<file path="config.mk">
export PLATFORM = sky130hd
export DESIGN_NAME = potslv_top
export DESIGN_NICKNAME = d
export VERILOG_FILES = /design/src/potslv_pkg.sv /design/src/potslv_fifo.sv /design/src/potslv_top.sv
export SDC_FILE = /design/constraint.sdc
export NUM_CORES = 1
export LEC_CHECK = 0
export ABC_AREA = 1
export BUFFER_PORTS_ARGS = -buffer_cell sky130_fd_sc_hd__buf_2
export CORE_UTILIZATION = 63
export CTS_CLUSTER_SIZE = 28
export DETAILED_ROUTE_END_ITERATION = 8
export PLACE_DENSITY_LB_ADDON = 0.15
export SYNTH_ARGS = -nofsm -noshare
export SYNTH_HDL_FRONTEND = slang
export SYNTH_HIERARCHICAL = 1
export SYNTH_SLANG_ARGS = --single-unit
</file>
<file path="constraint.sdc">
create_clock -name core_clk -period 3.55 [get_ports core_clk]
set_input_delay 0.1775 -clock core_clk [delete_from_list [all_inputs] [get_ports core_clk]]
set_output_delay 0.1775 -clock core_clk [all_outputs]
set_load 0.005 [all_outputs]
</file>
<file path="src/potslv_pkg.sv">
// Constants, types and state codes of the two-wire potentiometer slave.
// Assumes a single core clock of 25 MHz and bus pins sampled through synchronisers.
// ----------------------------------------------------------------------------
// ----------------------------------------------------------------------------
package potslv_pkg;

	// ------------------------------------------------------------------------
	// Bus identity and timing
	// ------------------------------------------------------------------------
	localparam logic [3:0] POTSLV_TYPE_CODE     = 4'h5; // Arbitrary value
	localparam int         POTSLV_CLK_HZ        = 25_000_000;
	localparam int         POTSLV_NVW_MS        = 20;
	localparam int         POTSLV_NVW_CYC       = POTSLV_CLK_HZ / 1000 * POTSLV_NVW_MS;
	localparam int         POTSLV_PWRUP_CYC     = 16;

	// ------------------------------------------------------------------------
	// Register map
	// ------------------------------------------------------------------------
	localparam logic [7:0] POTSLV_ADR_WIPER0    = 8'h00;
	localparam logic [7:0] POTSLV_ADR_WIPER1    = 8'h01;
	localparam logic [7:0] POTSLV_ADR_GP_LO     = 8'h02;
	localparam logic [7:0] POTSLV_ADR_GP_HI     = 8'h06;
	localparam logic [7:0] POTSLV_ADR_CTRL      = 8'h08;
	localparam int         POTSLV_CTRL_VSEL_BIT = 7;
	localparam int         POTSLV_CTRL_SHDN_BIT = 6;
	localparam int         POTSLV_CTRL_BUSY_BIT = 5;
	localparam logic [7:0] POTSLV_WIPER_RST     = 8'h40;
	localparam logic [7:0] POTSLV_CTRL_RST      = 8'h40;
	localparam logic [7:0] POTSLV_NV_RST        = 8'h40;

	// ------------------------------------------------------------------------
	// Types
	// ------------------------------------------------------------------------
	typedef struct packed {
		logic [7:0] addr;
		logic [7:0] data;
	} potslv_wr_t;

	typedef struct packed {
		logic scl;
		logic sda;
	} potslv_pins_t;

	typedef enum logic [5:0] {
		ST_IDLE = 6'b00_0001,
		ST_RECV = 6'b00_0010,
		ST_RACK = 6'b00_0100,
		ST_SEND = 6'b00_1000,
		ST_MACK = 6'b01_0000,
		ST_DONE = 6'b10_0000
	} potslv_state_t;

endpackage

</file>
<file path="src/potslv_fifo.sv">
// Small synchronous FIFO carrying received write words to the register file.
// Assumes one clock and a synchronous active-high reset.
`timescale 1ns/1ps
module potslv_fifo
	import potslv_pkg::*;
#(
	parameter int WIDTH = 16,
	parameter int DEPTH = 4
) (
	// Clock and reset
	input  wire logic             core_clk,
	input  wire logic             rst,
	// Fill side
	input  wire logic             in_valid,
	output logic                  in_ready,
	input  wire logic [WIDTH-1:0] in_data,
	// Drain side
	output logic                  out_valid,
	input  wire logic             out_ready,
	output logic      [WIDTH-1:0] out_data
);
	localparam int AW = $clog2(DEPTH);

	logic [WIDTH-1:0] mem_ff [DEPTH];
	logic [AW-1:0]    wp_ff;
	logic [AW-1:0]    nxt_wp;
	logic [AW-1:0]    rp_ff;
	logic [AW-1:0]    nxt_rp;
	logic [AW:0]      cnt_ff;
	logic [AW:0]      nxt_cnt;
	logic             push;
	logic             pop;

	// ------------------------------------------------------------------------
	// Pointers
	// ------------------------------------------------------------------------
	assign in_ready  = (cnt_ff != (AW+1)'(DEPTH));
	assign out_valid = (cnt_ff != '0);
	assign out_data  = mem_ff[rp_ff];
	assign push      = in_valid && in_ready;
	assign pop       = out_valid && out_ready;

	always_comb begin
		nxt_wp  = push ? AW'(wp_ff + 1'b1) : wp_ff;
		nxt_rp  = pop ? AW'(rp_ff + 1'b1) : rp_ff;
		nxt_cnt = cnt_ff;
		if (push && !pop) begin
			nxt_cnt = (AW+1)'(cnt_ff + 1'b1);
		end else if (pop && !push) begin
			nxt_cnt = (AW+1)'(cnt_ff - 1'b1);
		end
	end

	always_ff @(posedge core_clk) begin
		if (rst) begin
			wp_ff  <= '0;
			rp_ff  <= '0;
			cnt_ff <= '0;
		end else begin
			wp_ff  <= nxt_wp;
			rp_ff  <= nxt_rp;
			cnt_ff <= nxt_cnt;
		end
	end

	always_ff @(posedge core_clk) begin
		if (push) begin
			mem_ff[wp_ff] <= in_data;
		end
	end
endmodule

</file>
<file path="src/potslv_top.sv">
// Two-wire slave interface of the dual potentiometer with its register file.
// Assumes bus pins from outside the clock domain and an external pull-up on data.
`timescale 1ns/1ps
module potslv_top
	import potslv_pkg::*;
#(
	parameter int NVW_CYC   = POTSLV_NVW_CYC,
	parameter int PWRUP_CYC = POTSLV_PWRUP_CYC,
	parameter int FIFO_DEPTH = 4
) (
	// Clock and reset
	input  wire logic       core_clk,
	input  wire logic       rst,
	// Serial bus pins
	input  wire logic       scl_in,
	input  wire logic       sda_in,
	output logic            sda_out,
	output logic            sda_oe_n,
	// Address straps
	input  wire logic       addr_strap_bit2,
	input  wire logic       addr_strap_bit1,
	input  wire logic       addr_strap_bit0,
	// Potentiometer controls
	output logic [6:0]      wiper0_pos,
	output logic [6:0]      wiper1_pos,
	output logic            shutdown_bit,
	output logic            nv_write_busy_flag,
	output logic            volatile_select_bit
);
	// ------------------------------------------------------------------------
	// Pin synchronisers and edge detection
	// ------------------------------------------------------------------------
	potslv_pins_t s1_ff, s2_ff, s3_ff;
	logic [2:0]   strap_s1_ff;
	logic [2:0]   strap_ff;
	logic         scl_rise, scl_fall, start_det, stop_det;

	always_ff @(posedge core_clk) begin
		if (rst) begin
			s1_ff <= '1;
			s2_ff <= '1;
			s3_ff <= '1;
		end else begin
			s1_ff <= '{scl: scl_in, sda: sda_in};
			s2_ff <= s1_ff;
			s3_ff <= s2_ff;
		end
	end

	always_ff @(posedge core_clk) begin
		strap_s1_ff <= {addr_strap_bit2, addr_strap_bit1, addr_strap_bit0};
		strap_ff    <= strap_s1_ff;
	end

	assign scl_rise  = s2_ff.scl && !s3_ff.scl;
	assign scl_fall  = !s2_ff.scl && s3_ff.scl;
	assign start_det = s2_ff.scl && s3_ff.scl && !s2_ff.sda && s3_ff.sda;
	assign stop_det  = s2_ff.scl && s3_ff.scl && s2_ff.sda && !s3_ff.sda;

	// ------------------------------------------------------------------------
	// Register file state
	// ------------------------------------------------------------------------
	logic [7:0]  nv_ff [9];
	logic [7:0]  wiper_ff [2];
	logic [7:0]  ctrl_ff;
	logic [31:0] busy_cnt_ff;
	logic        nv_pend_ff;
	logic [$clog2(PWRUP_CYC+1)-1:0] pwr_cnt_ff;
	logic        pwr_ok;

	assign pwr_ok = (pwr_cnt_ff == '0);
	assign nv_write_busy_flag  = (busy_cnt_ff != '0);
	assign volatile_select_bit = ctrl_ff[POTSLV_CTRL_VSEL_BIT];
	assign shutdown_bit        = ctrl_ff[POTSLV_CTRL_SHDN_BIT];
	assign wiper0_pos          = wiper_ff[0][6:0];
	assign wiper1_pos          = wiper_ff[1][6:0];

	// ------------------------------------------------------------------------
	// Serial engine
	// ------------------------------------------------------------------------
	potslv_state_t st_ff, nxt_st;
	logic [7:0] sh_ff, nxt_sh;
	logic [3:0] bit_ff, nxt_bit;
	logic [1:0] byte_ff, nxt_byte;
	logic       rd_ff, nxt_rd;
	logic [7:0] ptr_ff, nxt_ptr;
	logic       drv_ff, nxt_drv;
	logic       wr_valid;
	logic       wr_ready;
	potslv_wr_t wr_word;
	logic [7:0] rd_data;

	// Read mux follows the volatile-select bit for the two wiper addresses only
	always_comb begin
		rd_data = 8'h00;
		if (ptr_ff <= POTSLV_ADR_WIPER1) begin
			rd_data = volatile_select_bit ? wiper_ff[ptr_ff[0]]
			                             : nv_ff[ptr_ff[3:0]];
		end else if (ptr_ff == POTSLV_ADR_CTRL) begin
			rd_data = {ctrl_ff[7:6], nv_write_busy_flag, 5'h00};
		end else if (ptr_ff <= POTSLV_ADR_GP_HI) begin
			rd_data = nv_ff[ptr_ff[3:0]];
		end
	end

	function automatic logic [7:0] ptr_inc(input logic [7:0] p);
		ptr_inc = (p >= POTSLV_ADR_CTRL) ? 8'h00 : 8'(p + 8'h01);
	endfunction

	always_comb begin
		nxt_st   = st_ff;
		nxt_sh   = sh_ff;
		nxt_bit  = bit_ff;
		nxt_byte = byte_ff;
		nxt_rd   = rd_ff;
		nxt_ptr  = ptr_ff;
		nxt_drv  = drv_ff;
		wr_valid = 1'b0;
		wr_word  = '{addr: ptr_ff, data: sh_ff};
		if (stop_det) begin
			nxt_st  = ST_IDLE;
			nxt_drv = 1'b0;
		end else if (start_det && pwr_ok) begin
			nxt_st   = ST_RECV;
			nxt_bit  = 4'h0;
			nxt_byte = 2'd0;
			nxt_drv  = 1'b0;
		end else begin
			case (st_ff)
				ST_IDLE, ST_DONE: begin
					nxt_drv = 1'b0;
				end
				ST_RECV: begin
					if (scl_rise) begin
						nxt_sh  = {sh_ff[6:0], s2_ff.sda};
						nxt_bit = 4'(bit_ff + 4'h1);
					end else if (scl_fall && bit_ff == 4'd8) begin
						nxt_bit = 4'h0;
						nxt_st  = ST_RACK;
						nxt_drv = 1'b1;
						if (byte_ff == 2'd0) begin
							if (sh_ff[7:1] != {POTSLV_TYPE_CODE, strap_ff}) begin
								nxt_st  = ST_DONE;
								nxt_drv = 1'b0;
							end else begin
								nxt_rd = sh_ff[0];
							end
						end else if (byte_ff == 2'd1) begin
							nxt_ptr = sh_ff;
						end else if (!wr_ready) begin
							nxt_drv = 1'b0;
						end else begin
							wr_valid = 1'b1;
							nxt_ptr  = ptr_inc(ptr_ff);
						end
					end
				end
				ST_RACK: begin
					if (scl_fall) begin
						nxt_drv = 1'b0;
						if (byte_ff != 2'd2) begin
							nxt_byte = 2'(byte_ff + 2'd1);
						end
						if (byte_ff == 2'd0 && rd_ff) begin
							nxt_st  = ST_SEND;
							nxt_sh  = rd_data;
							nxt_drv = !rd_data[7];
							nxt_bit = 4'h1;
						end else begin
							nxt_st = ST_RECV;
						end
					end
				end
				ST_SEND: begin
					if (scl_fall) begin
						if (bit_ff == 4'd8) begin
							nxt_drv = 1'b0;
							nxt_st  = ST_MACK;
							nxt_ptr = ptr_inc(ptr_ff);
						end else begin
							nxt_sh  = {sh_ff[6:0], 1'b0};
							nxt_drv = !sh_ff[6];
							nxt_bit = 4'(bit_ff + 4'h1);
						end
					end
				end
				ST_MACK: begin
					if (scl_rise) begin
						nxt_rd = !s2_ff.sda;
					end else if (scl_fall) begin
						if (rd_ff) begin
							nxt_st  = ST_SEND;
							nxt_sh  = rd_data;
							nxt_drv = !rd_data[7];
							nxt_bit = 4'h1;
						end else begin
							nxt_st = ST_DONE;
						end
					end
				end
				default: begin
					nxt_st  = ST_IDLE;
					nxt_drv = 1'b0;
				end
			endcase
		end
	end

	always_ff @(posedge core_clk) begin
		if (rst) begin
			st_ff   <= ST_IDLE;
			sh_ff   <= 8'h00;
			bit_ff  <= 4'h0;
			byte_ff <= 2'd0;
			rd_ff   <= 1'b0;
			ptr_ff  <= 8'h00;
			drv_ff  <= 1'b0;
		end else begin
			st_ff   <= nxt_st;
			sh_ff   <= nxt_sh;
			bit_ff  <= nxt_bit;
			byte_ff <= nxt_byte;
			rd_ff   <= nxt_rd;
			ptr_ff  <= nxt_ptr;
			drv_ff  <= nxt_drv;
		end
	end

	// Open-drain: only ever pulls low, clock is never driven
	assign sda_out  = 1'b0;
	assign sda_oe_n = !drv_ff;

	// ------------------------------------------------------------------------
	// Write buffer
	// ------------------------------------------------------------------------
	logic       q_valid;
	logic       q_ready;
	potslv_wr_t q_word;

	potslv_fifo #(
		.WIDTH ($bits(potslv_wr_t)),
		.DEPTH (FIFO_DEPTH)
	) potslv_fifo_i (
		.core_clk  (core_clk),
		.rst       (rst),
		.in_valid  (wr_valid),
		.in_ready  (wr_ready),
		.in_data   (wr_word),
		.out_valid (q_valid),
		.out_ready (q_ready),
		.out_data  (q_word)
	);

	// Drained one word per cycle; stalls while the engine is in ST_SEND
	assign q_ready = (st_ff != ST_SEND);

	// ------------------------------------------------------------------------
	// Register file update
	// ------------------------------------------------------------------------
	logic        apply;
	logic        lock;
	logic        nxt_pend;
	logic [31:0] nxt_busy;

	assign apply = q_valid && q_ready;
	assign lock  = nv_write_busy_flag;

	always_comb begin
		nxt_pend = nv_pend_ff;
		nxt_busy = busy_cnt_ff;
		if (busy_cnt_ff != '0) begin
			nxt_busy = busy_cnt_ff - 32'd1;
		end
		if (apply && !lock && q_word.addr <= POTSLV_ADR_GP_HI
		    && !(q_word.addr <= POTSLV_ADR_WIPER1 && volatile_select_bit)) begin
			nxt_pend = 1'b1;
		end
		if (stop_det && nv_pend_ff) begin
			nxt_pend = 1'b0;
			nxt_busy = 32'(NVW_CYC);
		end
	end

	always_ff @(posedge core_clk) begin
		if (rst) begin
			nv_pend_ff  <= 1'b0;
			busy_cnt_ff <= '0;
			pwr_cnt_ff  <= ($clog2(PWRUP_CYC+1))'(PWRUP_CYC);
			ctrl_ff     <= POTSLV_CTRL_RST;
			wiper_ff[0] <= POTSLV_WIPER_RST;
			wiper_ff[1] <= POTSLV_WIPER_RST;
			for (int i = 0; i < 9; i++) begin
				nv_ff[i] <= POTSLV_NV_RST;
			end
		end else begin
			nv_pend_ff  <= nxt_pend;
			busy_cnt_ff <= nxt_busy;
			if (!pwr_ok) begin
				pwr_cnt_ff  <= pwr_cnt_ff - 1'b1;
				wiper_ff[0] <= nv_ff[0];
				wiper_ff[1] <= nv_ff[1];
			end
			if (apply && !lock) begin
				if (q_word.addr == POTSLV_ADR_CTRL) begin
					ctrl_ff <= {q_word.data[7:6], 6'h00};
				end else if (q_word.addr <= POTSLV_ADR_WIPER1) begin
					wiper_ff[q_word.addr[0]] <= q_word.data;
					if (!volatile_select_bit) begin
						nv_ff[q_word.addr[3:0]] <= q_word.data;
					end
				end else if (q_word.addr <= POTSLV_ADR_GP_HI) begin
					nv_ff[q_word.addr[3:0]] <= q_word.data;
				end
			end
		end
	end
endmodule

</file>
==> impl_results.html, run 1 <==
<table>
<tr><th>Metric</th><th>Value</th></tr>
<tr><th colspan="2">Power</th></tr>
<tr><td>Share of total power consumed by net switching</td><td>0.367</td></tr>
<tr><td>Pwr/cell area</td><td>787 nW/um^2</td></tr>
<tr><td>Proportion of power drawn by combinational gates</td><td>0.325</td></tr>
<tr><td>Sequential group share of total power</td><td>0.401</td></tr>
<tr><td>Internal portion of total power</td><td>7.73 mW</td></tr>
<tr><td>IR drop worst, VDD</td><td>783 uV</td></tr>
<tr><td>Switching power</td><td>4.48 mW</td></tr>
<tr><td>Leak pwr</td><td>6.44 nW</td></tr>
<tr><td>Share of power burned in the clock network</td><td>0.275</td></tr>
<tr><th colspan="2">Floorplanning</th></tr>
<tr><td>Standard-cell row count</td><td>53</td></tr>
<tr><td>Core Box Area</td><td>21300 um^2</td></tr>
<tr><td>Die width</td><td>150 um</td></tr>
<tr><td>Number of ports placed on the die boundary</td><td>26</td></tr>
<tr><td>Die Outline Area</td><td>22500 um^2</td></tr>
<tr><td>Initial cell density of the core</td><td>0.650</td></tr>
<tr><td>Die Span Y</td><td>150 um</td></tr>
<tr><th colspan="2">Worst setup path</th></tr>
<tr><td>Arrival time of the worst setup path</td><td>3.29 ns</td></tr>
<tr><td>R2R depth</td><td>11</td></tr>
<tr><td>CP Data Required Time</td><td>3.77 ns</td></tr>
<tr><td>Capture point of the worst reg-to-reg path</td><td>nv_ff[6][1]</td></tr>
<tr><td>Minimum setup slack among reg-to-reg paths</td><td>0.48 ns</td></tr>
<tr><td>CP max FO</td><td>32</td></tr>
<tr><td>Class of the most critical setup path</td><td>reg -&gt; reg</td></tr>
<tr><td>Nature of the critical path startpoint</td><td>register</td></tr>
<tr><td>Crit end category</td><td>register</td></tr>
<tr><th colspan="2">Logic synthesis</th></tr>
<tr><td>Flops &amp; latches, synth</td><td>303</td></tr>
<tr><td>Synth Area in Compound Gates</td><td>0.0752</td></tr>
<tr><td>Area share of the largest cell type after synthesis</td><td>0.452</td></tr>
<tr><td>Combinational family with the most area after synthesis</td><td>simple AND/OR/NAND/NOR gates</td></tr>
<tr><td>Post-synthesis adder-cell area fraction</td><td>0.0168</td></tr>
<tr><td>Gate Count Post-Synth</td><td>1504</td></tr>
<tr><td>Total standard cell area after synthesis</td><td>13800 um^2</td></tr>
<tr><td>Largest cells by area after synthesis</td><td>edfxtp_1 (45%), dfxtp_1 (14%), nand2_1 (7.9%)</td></tr>
<tr><td>Number of unique standard cell types used by synthesis</td><td>43</td></tr>
<tr><td>Post-synthesis xor/xnor area fraction</td><td>0.0146</td></tr>
<tr><td>Synthesis Warnings</td><td>6</td></tr>
<tr><td>Proportion of synthesized chip area in sequential cells</td><td>0.589</td></tr>
<tr><td>Per-instance average area after synthesis</td><td>9.20 um^2</td></tr>
<tr><td>Dominant cell type by area after synthesis</td><td>edfxtp_1</td></tr>
<tr><td>Mux contribution to synthesized area</td><td>0</td></tr>
<tr><td>Share of synthesized cell area in and, or, nand and nor gates</td><td>0.240</td></tr>
<tr><th colspan="2">Timing</th></tr>
<tr><td>Rel. slew slack</td><td>0.165</td></tr>
<tr><td>Period Utilization, post-route</td><td>0.864</td></tr>
<tr><td>Slew Limit Fails</td><td>0</td></tr>
<tr><td>Final hold vios</td><td>0</td></tr>
<tr><td>Clk_skew</td><td>0.0137 ns</td></tr>
<tr><td>Setup repair after global routing missed its margin</td><td>false</td></tr>
<tr><td>Final setup viols</td><td>0</td></tr>
<tr><td>FMAX</td><td>326 MHz</td></tr>
<tr><td>Sum Neg Setup Slack</td><td>0 ns</td></tr>
<tr><td>Worst Tran Pin Value</td><td>1.25 ns</td></tr>
<tr><td>Crit path time final</td><td>3.07 ns</td></tr>
<tr><th colspan="2">Clock tree</th></tr>
<tr><td>CTS Buffer Depth</td><td>3</td></tr>
<tr><td>Clock Latency Late Sink</td><td>0.56 ns</td></tr>
<tr><td>H-tree level count</td><td>1</td></tr>
<tr><td>CTS tree</td><td>yes</td></tr>
<tr><td>Clock tree root driver cell</td><td>clkbuf_16</td></tr>
<tr><td>Num Clock Sinks</td><td>303</td></tr>
<tr><td>Post-cts resize count</td><td>0</td></tr>
<tr><td>Number of CTS-inserted buffers</td><td>30</td></tr>
<tr><td>Clock transition at path regs</td><td>0.06 ns</td></tr>
<tr><th colspan="2">Worst hold path</th></tr>
<tr><td>Capture endpoint of the worst hold path</td><td>s3_ff[1]</td></tr>
<tr><td>Class of the most critical hold timing path</td><td>in -&gt; reg</td></tr>
<tr><td>Hold path start</td><td>rst</td></tr>
<tr><td>Hold depth</td><td>4</td></tr>
<tr><th colspan="2">GRT</th></tr>
<tr><td>Vias in the first global route</td><td>10300</td></tr>
<tr><td>Maximum number of pins on one net before global-route repair</td><td>73</td></tr>
<tr><td>Wire length of the first global-routing pass</td><td>51300 um</td></tr>
<tr><td>Total GRT Usage</td><td>0.297</td></tr>
<tr><td>Initial antenna violation count</td><td>0</td></tr>
<tr><td>GRT Residual Overflow</td><td>0</td></tr>
<tr><th colspan="2">Placement</th></tr>
<tr><td>Final GP Congestion</td><td>0.933</td></tr>
<tr><td>Detail Placement HPWL</td><td>22100 um</td></tr>
<tr><td>Port Buf Inserts</td><td>24</td></tr>
<tr><th colspan="2">Route</th></tr>
<tr><td>DRC violation total after the first TritonRoute iteration</td><td>993</td></tr>
<tr><td>Final routed wire length divided by cell count</td><td>17.2 um</td></tr>
<tr><td>Vias per cell</td><td>5.65</td></tr>
<tr><td>Sum of routed wire length over all layers</td><td>32600 um</td></tr>
<tr><td>DRC violation count after routing</td><td>0</td></tr>
<tr><td>Remaining antenna violation count after routing</td><td>0</td></tr>
<tr><td>DR vias</td><td>10700</td></tr>
<tr><td>First drt pass iteration count</td><td>5</td></tr>
<tr><th colspan="2">Run status</th></tr>
<tr><td>Outcome</td><td>complete, no violations</td></tr>
<tr><th colspan="2">Cells and area</th></tr>
<tr><td>Leading cell type in the layout, fill and taps excluded</td><td>nand2_1</td></tr>
<tr><td>Fraction of layout instances using a drive strength above 1</td><td>0.0810</td></tr>
<tr><td>Final Core Density</td><td>0.729</td></tr>
<tr><td>Number of nets in the finished design</td><td>1618</td></tr>
<tr><td>Layout overhead on the synthesized area</td><td>12.2%</td></tr>
<tr><td>Number of inserted diodes</td><td>0</td></tr>
<tr><td>Most frequent cells in the layout</td><td>nand2_1 (291), nor2_1 (222), edfxtp_1 (208)</td></tr>
<tr><th colspan="2">Flow run</th></tr>
<tr><td>Max-Cap Viols</td><td>0</td></tr>
</table>
[registers in the layout (all words and copies together) (netlist names), 3 cells and up, named ones only]
name	cells
bit_ff	4
ptr_ff	8
wiper_ff	16
st_ff	6
strap_ff	3
strap_s1_ff	3
nv_ff	128
sh_ff	8
potslv_fifo_i/cnt_ff	3
busy_cnt_ff	32
potslv_fifo_i/mem_ff	64
pwr_cnt_ff	5
[area by class of cell]
class                           instances  area [um^2]
Clock buffer                           43          860
Clock inverter                         13          203
Fill cell                            1584         5770
Inverter                              139          522
Multi-Input combinational cell       1065         5060
Sequential cell                       303         8150
Tap cell                              275          344
Timing Repair Buffer                   54          370
[worst max-delay path: stages (launching register included)]
cell	delay (ns)
dfxtp_1	0.32
inv_2	0.40
nor2_1	0.09
o22ai_1	0.41
nor2_1	0.10
buf_4	0.18
nand4_1	0.12
nand2_1	0.09
nor3_2	0.21
buf_4	0.20
nand3_1	0.25
nand2_1	0.37
[kinds of logic after synthesis]
family                     Yosys count
AOI/OAI and AO/OA                  190
xor gates and xnor gates            23
adders and majority gates           18
buffers and inverters              207
DFF                                303
other                                2
and+or+nand+nor                    761
[what timing repair did]
| item | 4_1_cts | 5_1_grt |
|---|---|---|
| buffers inserted | 0 | 0 |
| hold endpoints to repair | 5 | 0 |
| hold buffers | 5 | 0 |
[per-layer routing]
metal,track usage,wire (um),vias to the layer above
li1,-,-,5186
met1,0.371,13000,4987
met2,0.500,15500,418
met3,0.0506,2380,94
met4,0.148,1600,0
met5,0,0,-
[synth_stat cells]
master and count:
nand2_1 291, nor2_1 222, edfxtp_1 208, nand3_1 173
inv_1 124, dfxtp_1 95, a21oi_1 59, o21ai_0 57
o21ai_1 29, nand4_1 23, buf_2 22, buf_4 19
o22ai_1 19, clkbuf_1 18, ha_1 17, nor3_1 15
xor2_1 13, clkinv_1 10, xnor2_1 10, a211oi_1 8
buf_1 8, nand2_2 7, o31ai_1 7, nor2_2 6
inv_2 5, or2_2 5, a31oi_1 4, nor4_1 4
nand3_4 3, nor3b_1 3, o211ai_1 3, conb_1 2
nand3b_1 2, nand4_2 2, nor3_2 2, or3_1 2
a31o_2 1, buf_6 1, fa_1 1, nor4_4 1
o2111ai_1 1, o311ai_0 1, o32ai_1 1
[power groups by stage]
| stage | clock network, mW | logic (mW) | registers [mW] |
|---|---|---|---|
| floorplan | 0 | 2.90 | 4.84 |
| global placement | 0 | 3.79 | 4.93 |
| detailed placement | 0 | 3.87 | 4.95 |
| CTS | 3.39 | 3.91 | 4.89 |
| global route | 3.52 | 4.44 | 4.96 |
| finish | 3.35 | 3.96 | 4.89 |
[how the worst max path moves through the flow]
stage                                       endpoint  slack, ns  cells after the start
after floorplan           potslv_fifo_i/mem_ff[0][0]       1.03                      7
after global placement                   nv_ff[6][2]       0.70                     11
after detailed placement                 nv_ff[6][6]       0.55                     11
after CTS                                nv_ff[4][0]       0.53                     11
after global routing                     nv_ff[6][1]       0.19                     11
final                                    nv_ff[6][1]       0.48                     11
[through the flow]
stage | hold slack [ns] | setup WS (ns) | area, um^2 | instances | power, mW
finish | 0.184 | 0.482 | 15500 | 1892 | 12.2
global route | 0.201 | 0.188 | 15500 | 1892 | 12.9
CTS | 0.174 | 0.533 | 15500 | 1892 | 12.2
detailed placement | 0.281 | 0.547 | 14400 | 1831 | 8.83
global placement | 0.282 | 0.701 | 14400 | 1831 | 8.72
floorplan | 0.205 | 1.03 | 14100 | 1575 | 7.74
Note: power is estimated with default switching activity, not from simulation.
==> run 2, diff against run 1 <==
CORE_MARGIN = 8   (was unset)
PLACE_DENSITY = 0.8   (was unset)
PLACE_DENSITY_LB_ADDON = unset   (was 0.15)
==> run 2 against run 1 <==
First-iteration DRC count increased by 21%. Highest routed layer unchanged. Setup slack worse by 0.091 ns. Register-to-register slack got worse by 0.09 ns. Die area rose by 20%. Largest power group unchanged. Non-clock buffer count rose by 1. Critical endpoint is now nv_ff[4][5]. Flip-flop and latch count unchanged. Worst hold slack improved by 0.086 ns.
==> impl_results.html, run 2 (synthesis gave the netlist of run 1 again) <==
<table>
<tr><th>Metric</th><th>Value</th></tr>
<tr><th colspan="2">Run status</th></tr>
<tr><td>Outcome</td><td>complete, no violations</td></tr>
<tr><th colspan="2">Cells and area</th></tr>
<tr><td>Number of inserted diodes</td><td>0</td></tr>
<tr><td>Registers with the most flip-flops</td><td>nv_ff: 128 flops, potslv_fifo_i/mem_ff: 64 flops, busy_cnt_ff: 32 flops</td></tr>
<tr><td>Flip-flop count of the largest register, all copies and words added</td><td>128</td></tr>
<tr><td>Leading cell type in the layout, fill and taps excluded</td><td>nand2_1</td></tr>
<tr><td>Most frequent cells in the layout</td><td>nand2_1 (291), nor2_1 (222), edfxtp_1 (208)</td></tr>
<tr><td>Layout overhead on the synthesized area</td><td>11.9%</td></tr>
<tr><td>Fraction of layout instances using a drive strength above 1</td><td>0.0816</td></tr>
<tr><td>Final cell count without fillers</td><td>1898</td></tr>
<tr><td>Final design instance area without fill</td><td>15500 um^2</td></tr>
<tr><td>Number of nets in the finished design</td><td>1619</td></tr>
<tr><td>Final Core Density</td><td>0.714</td></tr>
<tr><td>Most flop-heavy register</td><td>nv_ff</td></tr>
<tr><th colspan="2">Worst setup path</th></tr>
<tr><td>Capture point of the worst reg-to-reg path</td><td>nv_ff[4][5]</td></tr>
<tr><td>R2R depth</td><td>11</td></tr>
<tr><td>Class of the most critical setup path</td><td>reg -&gt; reg</td></tr>
<tr><td>Max stage delay cell, worst path</td><td>inv_2</td></tr>
<tr><td>Crit end category</td><td>register</td></tr>
<tr><td>CP Data Required Time</td><td>3.77 ns</td></tr>
<tr><td>CP max FO</td><td>32</td></tr>
<tr><td>Nature of the critical path startpoint</td><td>register</td></tr>
<tr><td>Arrival time of the worst setup path</td><td>3.38 ns</td></tr>
<tr><td>Minimum setup slack among reg-to-reg paths</td><td>0.39 ns</td></tr>
<tr><td>Crit path largest cell delay</td><td>0.41 ns</td></tr>
<tr><td>Crit path cell chain</td><td>inv_2 &gt; nor2_1 &gt; o22ai_1 &gt; nor2_2 &gt; buf_4 &gt; nand4_1 &gt; nand2_1 &gt; nor3_2 &gt; buf_4 &gt; nand3_1 &gt; nand2_1</td></tr>
<tr><th colspan="2">Route</th></tr>
<tr><td>Final routed wire length divided by cell count</td><td>17.4 um</td></tr>
<tr><td>First drt pass iteration count</td><td>6</td></tr>
<tr><td>Vias per cell</td><td>5.73</td></tr>
<tr><td>DRC violation count after routing</td><td>0</td></tr>
<tr><td>Remaining antenna violation count after routing</td><td>0</td></tr>
<tr><td>DRC violation total after the first TritonRoute iteration</td><td>1199</td></tr>
<tr><td>DR vias</td><td>10900</td></tr>
<tr><td>Sum of routed wire length over all layers</td><td>33100 um</td></tr>
<tr><th colspan="2">Timing</th></tr>
<tr><td>Final hold vios</td><td>0</td></tr>
<tr><td>Crit path time final</td><td>3.16 ns</td></tr>
<tr><td>Setup repair after global routing missed its margin</td><td>false</td></tr>
<tr><td>Worst Tran Pin Value</td><td>1.21 ns</td></tr>
<tr><td>Final setup viols</td><td>0</td></tr>
<tr><td>Sum Neg Setup Slack</td><td>0 ns</td></tr>
<tr><td>Clk_skew</td><td>0.0208 ns</td></tr>
<tr><td>Worst setup margin</td><td>0.391 ns</td></tr>
<tr><td>FMAX</td><td>317 MHz</td></tr>
<tr><td>Rel. slew slack</td><td>0.190</td></tr>
<tr><td>Period Utilization, post-route</td><td>0.890</td></tr>
<tr><td>Worst hold slack</td><td>0.270 ns</td></tr>
<tr><td>Slew Limit Fails</td><td>0</td></tr>
<tr><th colspan="2">Clock tree</th></tr>
<tr><td>CTS tree</td><td>yes</td></tr>
<tr><td>Number of CTS-inserted buffers</td><td>30</td></tr>
<tr><td>CTS Buffer Depth</td><td>3</td></tr>
<tr><td>Num Clock Sinks</td><td>303</td></tr>
<tr><td>Clock Latency Late Sink</td><td>0.55 ns</td></tr>
<tr><td>Clock transition at path regs</td><td>0.06 ns</td></tr>
<tr><td>Post-cts resize count</td><td>0</td></tr>
<tr><td>Number of buffers inserted by post-CTS setup repair</td><td>0</td></tr>
<tr><td>H-tree level count</td><td>1</td></tr>
<tr><td>Clock tree root driver cell</td><td>clkbuf_16</td></tr>
<tr><td>Number of buffers inserted by hold repair at cts</td><td>6</td></tr>
<tr><th colspan="2">Placement</th></tr>
<tr><td>Area post-placement</td><td>14400 um^2</td></tr>
<tr><td>Port Buf Inserts</td><td>24</td></tr>
<tr><td>Worst-case setup slack after placement</td><td>0.514 ns</td></tr>
<tr><td>Detail Placement HPWL</td><td>22300 um</td></tr>
<tr><td>Placed cell count</td><td>1836</td></tr>
<tr><td>Final GP Congestion</td><td>0.935</td></tr>
<tr><th colspan="2">Floorplanning</th></tr>
<tr><td>Core Box Area</td><td>21700 um^2</td></tr>
<tr><td>Die width</td><td>164 um</td></tr>
<tr><td>Die Span Y</td><td>164 um</td></tr>
<tr><td>Standard-cell row count</td><td>54</td></tr>
<tr><td>Die Outline Area</td><td>26900 um^2</td></tr>
<tr><td>Initial cell density of the core</td><td>0.638</td></tr>
<tr><td>Number of ports placed on the die boundary</td><td>26</td></tr>
<tr><th colspan="2">Power</th></tr>
<tr><td>Leak pwr</td><td>6.43 nW</td></tr>
<tr><td>Power Total</td><td>12.2 mW</td></tr>
<tr><td>Pwr/cell area</td><td>785 nW/um^2</td></tr>
<tr><td>IR drop worst, VDD</td><td>680 uV</td></tr>
<tr><th colspan="2">Worst hold path</th></tr>
<tr><td>Capture endpoint of the worst hold path</td><td>strap_s1_ff[1]</td></tr>
<tr><td>Hold path start</td><td>addr_strap_bit1</td></tr>
<tr><td>Class of the most critical hold timing path</td><td>in -&gt; reg</td></tr>
<tr><td>Hold depth</td><td>2</td></tr>
<tr><th colspan="2">Flow run</th></tr>
<tr><td>Max-Cap Viols</td><td>0</td></tr>
<tr><th colspan="2">GRT</th></tr>
<tr><td>GRT Residual Overflow</td><td>0</td></tr>
<tr><td>Total GRT Usage</td><td>0.246</td></tr>
<tr><td>Initial antenna violation count</td><td>0</td></tr>
<tr><td>Vias in the first global route</td><td>10300</td></tr>
<tr><td>Wire length of the first global-routing pass</td><td>52800 um</td></tr>
<tr><td>Maximum number of pins on one net before global-route repair</td><td>73</td></tr>
</table>
## run 2: area by class of cell
| cell class | instances | area [um^2] |
|---|---|---|
| flip-flops and latches | 303 | 8150 |
| repair buffers | 55 | 380 |
| clock buffers | 41 | 863 |
| well taps | 280 | 350 |
| fillers | 1584 | 6210 |
| inverters | 139 | 522 |
| clock inverters | 15 | 150 |
| multi-input cells | 1065 | 5060 |
## run 2: per-layer routing
metal | share of wire | track usage | wire [um]
met1 | 0.40 | 0.321 | 13100
met2 | 0.47 | 0.410 | 15700
met3 | 0.097 | 0.0368 | 3210
met4 | 0.031 | 0.0913 | 1020
met5 | 0 | 0 | 0
## run 2: critical path: cells and delay by family, from the launching register on
kind	cells	cell delay, ns
AO/OA/AOI/OAI	1	0.40
buffers and inverters	3	0.88
flip-flops	1	0.33
AND/OR/NAND/NOR	7	1.21
## run 2: where the power goes
group	leakage, nW	switching, mW	internal (mW)	total [mW]
Sequential	2.82	0.392	4.51	4.90
Combinational	3.10	2.83	1.20	4.04
Clock	0.505	1.31	1.91	3.22
## run 2: worst max path at each step
| stage | to | slack (ns) | cells after the start |
|---|---|---|---|
| floorplan | potslv_fifo_i/mem_ff[0][0] | 1.03 | 7 |
| global placement | nv_ff[4][0] | 0.65 | 12 |
| detailed placement | nv_ff[4][4] | 0.51 | 11 |
| CTS | nv_ff[4][5] | 0.45 | 11 |
| global route | nv_ff[4][5] | 0.20 | 12 |
| finish | nv_ff[4][5] | 0.39 | 11 |
